<file path="src/driver_protection_defs.vh">
`ifndef DRIVER_PROTECTION_DEFS_VH
`define DRIVER_PROTECTION_DEFS_VH

// Clock rate
`define CLK_MHZ             100

// Input register field positions
`define IN_FAULT_CLEAR_BIT  0
`define IN_OUT_LSB          1
`define IN_OUT_MSB          6
`define IN_OPEN_LOAD_BIT    13
`define IN_DELAY_SEL_BIT    14
`define IN_STANDBY_BIT      15

// Input register value after power-on reset
`define IN_RESET_VALUE      16'he000

// Output register field positions
`define OUT_TEMP_WARN_BIT   0
`define OUT_STATUS_LSB      1
`define OUT_STATUS_MSB      6
`define OUT_SHORT_BIT       13
`define OUT_INHIBIT_BIT     14
`define OUT_SUPPLY_BIT      15
`define OUT_ALL_HIGH        16'hffff

// Delay times in microseconds
`define SHORT_LONG_US       100000
`define SHORT_SHORT_US      12500
`define SUPPLY_LONG_US      14000
`define SUPPLY_SHORT_US     3500

// Delay counts in clock cycles
`define SHORT_LONG_CYC      (`SHORT_LONG_US * `CLK_MHZ)
`define SHORT_SHORT_CYC     (`SHORT_SHORT_US * `CLK_MHZ)
`define SUPPLY_LONG_CYC     (`SUPPLY_LONG_US * `CLK_MHZ)
`define SUPPLY_SHORT_CYC    (`SUPPLY_SHORT_US * `CLK_MHZ)

`endif

</file>
<file path="src/fault_delay_timer.v">
module fault_delay_timer #(
  parameter W = 24
) (
  input  wire         CLK,
  input  wire         RSTN,
  input  wire         ACTIVE,
  input  wire [W-1:0] LIMIT,
  output reg          DONE
);

  reg [W-1:0] count_reg;

  // Restarts from zero whenever the fault condition goes away
  always @(posedge CLK or negedge RSTN) begin
    if (!RSTN) begin
      count_reg <= {W{1'b0}};
      DONE      <= 1'b0;
    end else if (!ACTIVE) begin
      count_reg <= {W{1'b0}};
      DONE      <= 1'b0;
    end else if (count_reg + {{(W-1){1'b0}}, 1'b1} >= LIMIT) begin
      DONE      <= 1'b1;
    end else begin
      count_reg <= count_reg + {{(W-1){1'b0}}, 1'b1};
    end
  end

endmodule // fault_delay_timer

</file>
<file path="src/driver_protection_diagnosis.v">
`include "driver_protection_defs.vh"

module driver_protection_diagnosis #(
  parameter NOUT             = 6,
  parameter TW               = 24,
  parameter [TW-1:0] SHORT_LONG_CYC   = `SHORT_LONG_CYC,
  parameter [TW-1:0] SHORT_SHORT_CYC  = `SHORT_SHORT_CYC,
  parameter [TW-1:0] SUPPLY_LONG_CYC  = `SUPPLY_LONG_CYC,
  parameter [TW-1:0] SUPPLY_SHORT_CYC = `SUPPLY_SHORT_CYC
) (
  input  wire            CLK,
  input  wire            RSTN,
  input  wire            CS_N,
  input  wire            INPUT_WRITE,
  input  wire [15:0]     INPUT_WORD,
  input  wire            LOAD_SUPPLY_OVER,
  input  wire            LOAD_SUPPLY_UNDER,
  input  wire            TEMP_ABOVE_WARN_SET,
  input  wire            TEMP_BELOW_WARN_RESET,
  input  wire            TEMP_ABOVE_SHUTDOWN,
  input  wire [NOUT-1:0] CURRENT_LIMIT,
  input  wire [NOUT-1:0] OPEN_LOAD_SENSE,
  input  wire            HW_INHIBIT_PIN,
  output reg  [NOUT-1:0] OUT_ENABLE,
  output reg  [NOUT-1:0] TEST_CURRENT_EN,
  output reg  [15:0]     OUTPUT_WORD,
  output reg  [15:0]     INPUT_REG,
  output reg             SERIAL_DATA_OUT,
  output wire            SUPPLY_FAIL_FLAG,
  output wire            TEMP_WARNING_FLAG,
  output wire            SHORT_DETECTED_FLAG,
  output wire            INHIBIT_STATUS
);

  // Input register fields
  wire            fault_clear_request;
  wire [NOUT-1:0] out_cmd;
  wire            open_load_test_n;
  wire            fault_delay_select;
  wire            soft_standby_n;

  reg             supply_fail_reg;
  reg             supply_fail_next;
  reg             supply_off_reg;
  reg             supply_off_next;
  reg             temp_warn_reg;
  reg             temp_warn_next;
  reg             shutdown_reg;
  reg             shutdown_next;
  reg             short_flag_reg;
  reg             short_flag_next;
  reg [NOUT-1:0]  short_off_reg;
  reg [NOUT-1:0]  short_off_next;
  reg [NOUT-1:0]  open_load_next;
  reg             cs_n_reg;
  reg [NOUT-1:0]  enable_next;
  reg [NOUT-1:0]  test_next;
  reg [15:0]      out_word_next;

  wire            supply_bad;
  wire            supply_done;
  wire [TW-1:0]   supply_limit;
  wire [TW-1:0]   short_limit;
  wire [NOUT-1:0] short_done;
  wire [NOUT-1:0] short_active;
  wire            inhibit;
  wire            clear_pulse;
  wire            detect_on;
  wire            cs_fall;

  // One loop variable per process, so no variable has two drivers
  integer i;
  integer j;
  integer k;

  // Picks one of two delay counts from the select bit
  function [TW-1:0] pick_delay;
    input          sel;
    input [TW-1:0] long_cyc;
    input [TW-1:0] short_cyc;
    begin
      pick_delay = sel ? long_cyc : short_cyc;
    end
  endfunction

  assign fault_clear_request = INPUT_REG[`IN_FAULT_CLEAR_BIT];
  assign out_cmd             = INPUT_REG[`IN_OUT_MSB:`IN_OUT_LSB];
  assign open_load_test_n    = INPUT_REG[`IN_OPEN_LOAD_BIT];
  assign fault_delay_select  = INPUT_REG[`IN_DELAY_SEL_BIT];
  assign soft_standby_n      = INPUT_REG[`IN_STANDBY_BIT];

  // Clear acts once per completed write carrying the bit
  assign clear_pulse = INPUT_WRITE & INPUT_WORD[`IN_FAULT_CLEAR_BIT];

  // Either path alone puts the stages in standby
  assign inhibit = ~soft_standby_n | ~HW_INHIBIT_PIN;

  assign supply_bad = LOAD_SUPPLY_OVER | LOAD_SUPPLY_UNDER;

  assign supply_limit = pick_delay(fault_delay_select, SUPPLY_LONG_CYC,
                                   SUPPLY_SHORT_CYC);
  assign short_limit  = pick_delay(fault_delay_select, SHORT_LONG_CYC,
                                   SHORT_SHORT_CYC);

  assign detect_on = ~open_load_test_n & soft_standby_n;

  assign cs_fall = cs_n_reg & ~CS_N;

  assign SUPPLY_FAIL_FLAG    = supply_fail_reg;
  assign TEMP_WARNING_FLAG   = temp_warn_reg;
  assign SHORT_DETECTED_FLAG = short_flag_reg;
  assign INHIBIT_STATUS      = OUTPUT_WORD[`OUT_INHIBIT_BIT];

  fault_delay_timer #(
    .W (TW)
  ) supply_timer (
    .CLK    (CLK),
    .RSTN   (RSTN),
    .ACTIVE (supply_bad),
    .LIMIT  (supply_limit),
    .DONE   (supply_done)
  );

  // Timer runs only while the stage is actually on and limiting
  assign short_active = CURRENT_LIMIT & OUT_ENABLE;

  genvar g;
  generate
    for (g = 0; g < NOUT; g = g + 1) begin : g_short
      fault_delay_timer #(
        .W (TW)
      ) short_timer (
        .CLK    (CLK),
        .RSTN   (RSTN),
        .ACTIVE (short_active[g]),
        .LIMIT  (short_limit),
        .DONE   (short_done[g])
      );
    end
  endgenerate

  // Supply fault state
  always @* begin
    supply_off_next  = supply_off_reg;
    supply_fail_next = supply_fail_reg;
    if (!supply_bad) begin
      supply_off_next = 1'b0;
    end else if (supply_done) begin
      supply_off_next = 1'b1;
    end
    if (clear_pulse) begin
      supply_fail_next = 1'b0;
    end
    // Set wins over a clear in the same cycle
    if (supply_bad && supply_done) begin
      supply_fail_next = 1'b1;
    end
  end

  // Temperature warning and shutdown
  always @* begin
    temp_warn_next = temp_warn_reg;
    if (TEMP_ABOVE_WARN_SET) begin
      temp_warn_next = 1'b1;
    end else if (TEMP_BELOW_WARN_RESET) begin
      temp_warn_next = 1'b0;
    end
    shutdown_next = shutdown_reg;
    if (TEMP_ABOVE_SHUTDOWN) begin
      shutdown_next = 1'b1;
    end else if (clear_pulse) begin
      shutdown_next = 1'b0;
    end
  end

  // Short-circuit latches per output
  always @* begin
    short_off_next  = short_off_reg;
    short_flag_next = short_flag_reg;
    if (clear_pulse) begin
      short_off_next  = {NOUT{1'b0}};
      short_flag_next = 1'b0;
    end
    for (i = 0; i < NOUT; i = i + 1) begin
      if (short_active[i] && short_done[i]) begin
        short_off_next[i] = 1'b1;
        short_flag_next   = 1'b1;
      end
      // Warning during a short skips the delay
      if (short_active[i] && temp_warn_reg) begin
        short_off_next[i] = 1'b1;
        short_flag_next   = 1'b1;
      end
    end
  end

  // Open-load detection and test currents
  always @* begin
    test_next      = {NOUT{1'b0}};
    open_load_next = {NOUT{1'b0}};
    for (j = 0; j < NOUT; j = j + 1) begin
      // A commanded-on stage masks its own detection only
      if (detect_on && !out_cmd[j]) begin
        test_next[j]      = 1'b1;
        open_load_next[j] = OPEN_LOAD_SENSE[j];
      end
    end
  end

  // Output stage enables
  always @* begin
    enable_next = out_cmd & ~short_off_next;
    if (inhibit) begin
      enable_next = {NOUT{1'b0}};
    end
    if (supply_off_next) begin
      enable_next = {NOUT{1'b0}};
    end
    if (shutdown_next) begin
      enable_next = {NOUT{1'b0}};
    end
  end

  // Output register contents
  always @* begin
    out_word_next = 16'h0000;
    out_word_next[`OUT_TEMP_WARN_BIT] = temp_warn_next;
    for (k = 0; k < NOUT; k = k + 1) begin
      if (test_next[k]) begin
        out_word_next[`OUT_STATUS_LSB + k] = open_load_next[k];
      end else begin
        out_word_next[`OUT_STATUS_LSB + k] = enable_next[k];
      end
    end
    out_word_next[`OUT_SHORT_BIT]   = short_flag_next;
    out_word_next[`OUT_INHIBIT_BIT] = inhibit;
    out_word_next[`OUT_SUPPLY_BIT]  = supply_fail_next;
    if (shutdown_next) begin
      out_word_next = `OUT_ALL_HIGH;
    end
  end

  // Input register: only a completed transfer loads it
  always @(posedge CLK or negedge RSTN) begin
    if (!RSTN) begin
      INPUT_REG <= `IN_RESET_VALUE;
    end else if (INPUT_WRITE) begin
      INPUT_REG <= INPUT_WORD;
    end
  end

  // Protection state
  always @(posedge CLK or negedge RSTN) begin
    if (!RSTN) begin
      supply_fail_reg <= 1'b0;
      supply_off_reg  <= 1'b0;
      temp_warn_reg   <= 1'b0;
      shutdown_reg    <= 1'b0;
      short_flag_reg  <= 1'b0;
      short_off_reg   <= {NOUT{1'b0}};
    end else begin
      supply_fail_reg <= supply_fail_next;
      supply_off_reg  <= supply_off_next;
      temp_warn_reg   <= temp_warn_next;
      shutdown_reg    <= shutdown_next;
      short_flag_reg  <= short_flag_next;
      short_off_reg   <= short_off_next;
    end
  end

  // Driven outputs; stages off during reset
  always @(posedge CLK or negedge RSTN) begin
    if (!RSTN) begin
      OUT_ENABLE      <= {NOUT{1'b0}};
      TEST_CURRENT_EN <= {NOUT{1'b0}};
      OUTPUT_WORD     <= 16'h0000;
    end else begin
      OUT_ENABLE      <= enable_next;
      TEST_CURRENT_EN <= test_next;
      OUTPUT_WORD     <= out_word_next;
    end
  end

  // Early warning read: chip select fall presents the flag at the next clock edge
  always @(posedge CLK or negedge RSTN) begin
    if (!RSTN) begin
      cs_n_reg        <= 1'b1;
      SERIAL_DATA_OUT <= 1'b0;
    end else begin
      cs_n_reg <= CS_N;
      if (cs_fall) begin
        SERIAL_DATA_OUT <= temp_warn_reg;
      end
    end
  end

endmodule // driver_protection_diagnosis

</file>
<file path="config.mk">
export PLATFORM = sky130hd
export DESIGN_NAME = driver_protection_diagnosis
export DESIGN_NICKNAME = d
export VERILOG_FILES = /design/src/fault_delay_timer.v /design/src/driver_protection_diagnosis.v
export VERILOG_INCLUDE_DIRS = /design/src
export SDC_FILE = /design/constraint.sdc
export NUM_CORES = 1
export LEC_CHECK = 0
export BUFFER_PORTS_ARGS = -buffer_cell sky130_fd_sc_hd__clkbuf_2
export CORE_MARGIN = 4
export CORE_UTILIZATION = 35
export CTS_CLUSTER_SIZE = 8
export DETAILED_ROUTE_END_ITERATION = 8
export PLACE_DENSITY_LB_ADDON = 0.3
export SLEW_MARGIN = 20
export SYNTH_ARGS = -nofsm -noshare
export SYNTH_HDL_FRONTEND = slang
export SYNTH_SLANG_ARGS = --single-unit
</file>
<file path="constraint.sdc">
create_clock -name CLK -period 3.7 [get_ports CLK]
set_input_delay 0 -clock CLK [delete_from_list [all_inputs] [get_ports CLK]]
set_output_delay 0 -clock CLK [all_outputs]
set_load 0.03 [all_outputs]
</file>
==> run metrics <==
Worst EP required 4.13 ns; residual DRC count 0; worst vdd ir 0.363 mV; CTS root buffer clkbuf_16; FFs w/ async S/R, synth 100%; final weighted congestion in routability-driven placement 0.885; CTS tree built; Mapped Area 15,700 um^2; path type of the worst min-delay path in -> reg; Worst R2R Setup Slack 0.06 ns; hold path start CURRENT_LIMIT[2]; Bufs on Longest Clock Path 3; max_slew headroom 41.2%; Std-Cell Rows 77; CP Launch Type flop; register share of total power 43.4%; Synth cell types 90; Design Power 5.98 mW; Internal 4.46 mW; Tmin final 3.64 ns; worst-path maximum fanout 7; RSZ-0062 raised after global routing yes; R2R cell count 15; Mean Syn Cell Area 8.71 um^2; R2R Path End g_short[3].short_timer.count_reg[15]; Vias 15,230; Initial Util 35.5%; final WL 45,600 um; Reg2Reg Launch Point g_short[3].short_timer.count_reg[6]; Tcrit/Tclk final 98.4%; CP Data Arrival Time 4.07 ns; DR iter-0 viols 1,063; Sw Share 25.5%; first-pass GRT wire length 74,100 um; number of synthesized flops with an enable pin 0; CTS sink count 226; hold depth 4; GRT Total Usage 18.3%; Hold Worst Slack 0.0251 ns; Initial DRT Pass Iterations 5; Port Buffer Count 86; sequential-to-total area share from yosys stat 36.1%; Pleak 7.97 nW; die width 220 um; Finished Core Util 44.6%; # diodes 0; cell area after layout 19,700 um^2; Crit Path Class reg -> reg; Final nets 2,156; IO Count 87; Post-Place Setup Slack -0.119 ns; Finish-stage setup viols 0; die area 48,300 um^2; Max Slew Vio Count 0; Max Freq 0.275 GHz; FILL cells 4,249; Final HPWL DP 31,200 um; Ys Warns 0; Post-synth top flop dfrtp_1; Final Hold Viols 0; Clock power frac 48.4%; Congestion Overflow GR 0; DRT antenna net count 0; Logic pwr share 8.2%; post-route worst setup slack 0.0602 ns; routed len/inst 17.1 um; Clock Pin Slew Worst Setup and Hold Paths 0.05 ns; Hold Path End g_short[2].short_timer.count_reg[4]; placed inst area 17,800 um^2; number of max-cap violations 0; chip height 220 um; Syn Inst Count 1,802; synthesized flop and latch total 226; status finished, final reports clean; Synth Net Count 1,903; power density over cell area 304 nW/um^2; largest net degree at the start of global routing 101; Psw 1.52 mW; drt via density 5.71; worst slew pin tran 0.883 ns; max reg flops 144; Post-Route Skew 0.0177 ns; Core ar. 44,200 um^2; number of global-route vias before repair 14,487; initial antenna violation count 0; Layout Area Growth over Synthesis 25.6%; CTS H-tree depth 2; worst skew pair latency 0.52 ns; share of cells above drive strength 1 22.9%; crit path capture type flop; CTS buffer count 34
[worst max path at each step]
stage / from / end / slack (ns) / cells after the start
after CTS: g_short[2].short_timer.count_reg[8] / g_short[2].short_timer.count_reg[10] / 0.01 / 12
after floorplan: g_short[1].short_timer.count_reg[2] / g_short[1].short_timer.count_reg[1] / 0.03 / 18
after global placement: g_short[3].short_timer.count_reg[3] / g_short[3].short_timer.count_reg[5] / -0.06 / 14
after global routing: g_short[2].short_timer.count_reg[8] / g_short[2].short_timer.count_reg[8] / -0.07 / 12
after detailed placement: g_short[2].short_timer.count_reg[8] / g_short[2].short_timer.count_reg[10] / -0.12 / 12
final: g_short[3].short_timer.count_reg[6] / g_short[3].short_timer.count_reg[15] / 0.06 / 15
[kinds of logic after synthesis]
kind of cell,after synthesis,synth area share [%]
fa+ha+maj,63,5.02
flops,226,36.1
buf+inv,162,4.55
xor+xnor,92,5.14
simple gates,744,26.5
compound gates,485,20.6
mux,30,2.07
[routing by layer]
layer	track usage, %	share of wire (%)	vias up
met3	2.95	5.0	69
met5	0	0	-
li1	-	-	7370
met2	31.1	48	400
met1	24.5	45	7391
met4	4.63	2.2	0
[power by group through the flow]
stage / clock, mW / combinational, mW / sequential [mW]
detailed placement: 0 / 0.463 / 2.64
global placement: 0 / 0.451 / 2.63
floorplan: 0 / 0.179 / 2.69
global route: 3.08 / 0.537 / 2.60
CTS: 3.00 / 0.492 / 2.59
finish: 2.90 / 0.489 / 2.60
[what timing repair did]
action / in CTS / in global routing
hold buffers: 33 / 0
gates resized for setup: 5 / 87
gates cloned: 0 / 2
pin swaps: 0 / 38
setup endpoints to repair: 14 / 135
endpoints found under the hold margin: 190 / 0
setup buffers: 0 / 31
[critical path, cell delays in order (launching register included)]
cell and delay, ns:
dfrtp_1 0.35, and4_4 0.23, nand4_1 0.22, nor2_2 0.21, buf_6 0.13, xnor2_2 0.06, ha_2 0.20, nor2_2 0.09
nand2_1 0.06, or4b_4 0.52, o211ai_4 0.14, o2111ai_4 0.17, buf_4 0.19, a211oi_2 0.64, nand3_1 0.15, a21oi_1 0.20
[area by class of cell]
class	instances	area [um^2]	share of cell area, %
multi-input combinational	1415	9660	49.0
sequential	226	5670	28.8
timing repair buffer	338	2510	12.7
clock buffer	54	957	4.86
tap	592	741	3.76
inverter	40	154	0.781
clock inverter	1	8.76	0.0445
[placed cells by master (no fill, tap or decap), types with 66 or more instances in the layout]
cell | netlist | layout
dfrtp_1 | 222 | 214
buf_4 | 10 | 207
nand2_1 | 160 | 158
a21oi_1 | 149 | 139
nor2_1 | 105 | 98
o21ai_0 | 92 | 91
clkbuf_2 | 2 | 85
nand3_1 | 73 | 71
or3_1 | 72 | 71
or4_1 | 73 | 66
[metrics by stage]
stage | setup TNS [ns] | std cells
4_1_cts | 0 | 2633
5_1_grt | -0.682 | 2666
2_1_floorplan | 0 | 1802
3_3_place_gp | -0.167 | 2545
3_5_place_dp | -1.00 | 2545
6_report | 0 | 2666
[cells in the mapped netlist, types with 54 or more instances]
| cell type | n | area share [%] |
|---|---|---|
| nand4_1 | 54 | 2.2 |
| nand2_1 | 160 | 3.8 |
| nand3_1 | 73 | 2.3 |
| a21oi_1 | 149 | 4.8 |
| dfrtp_1 | 222 | 35 |
| or3_1 | 72 | 2.9 |
| or4_1 | 73 | 3.5 |
| nor2_1 | 105 | 2.5 |
| clkbuf_1 | 60 | 1.4 |
| o31ai_1 | 65 | 3.1 |
| ha_1 | 63 | 5.0 |
| xnor2_1 | 55 | 3.1 |
| o21ai_0 | 92 | 2.9 |
Power figures use the tool's default switching activity.
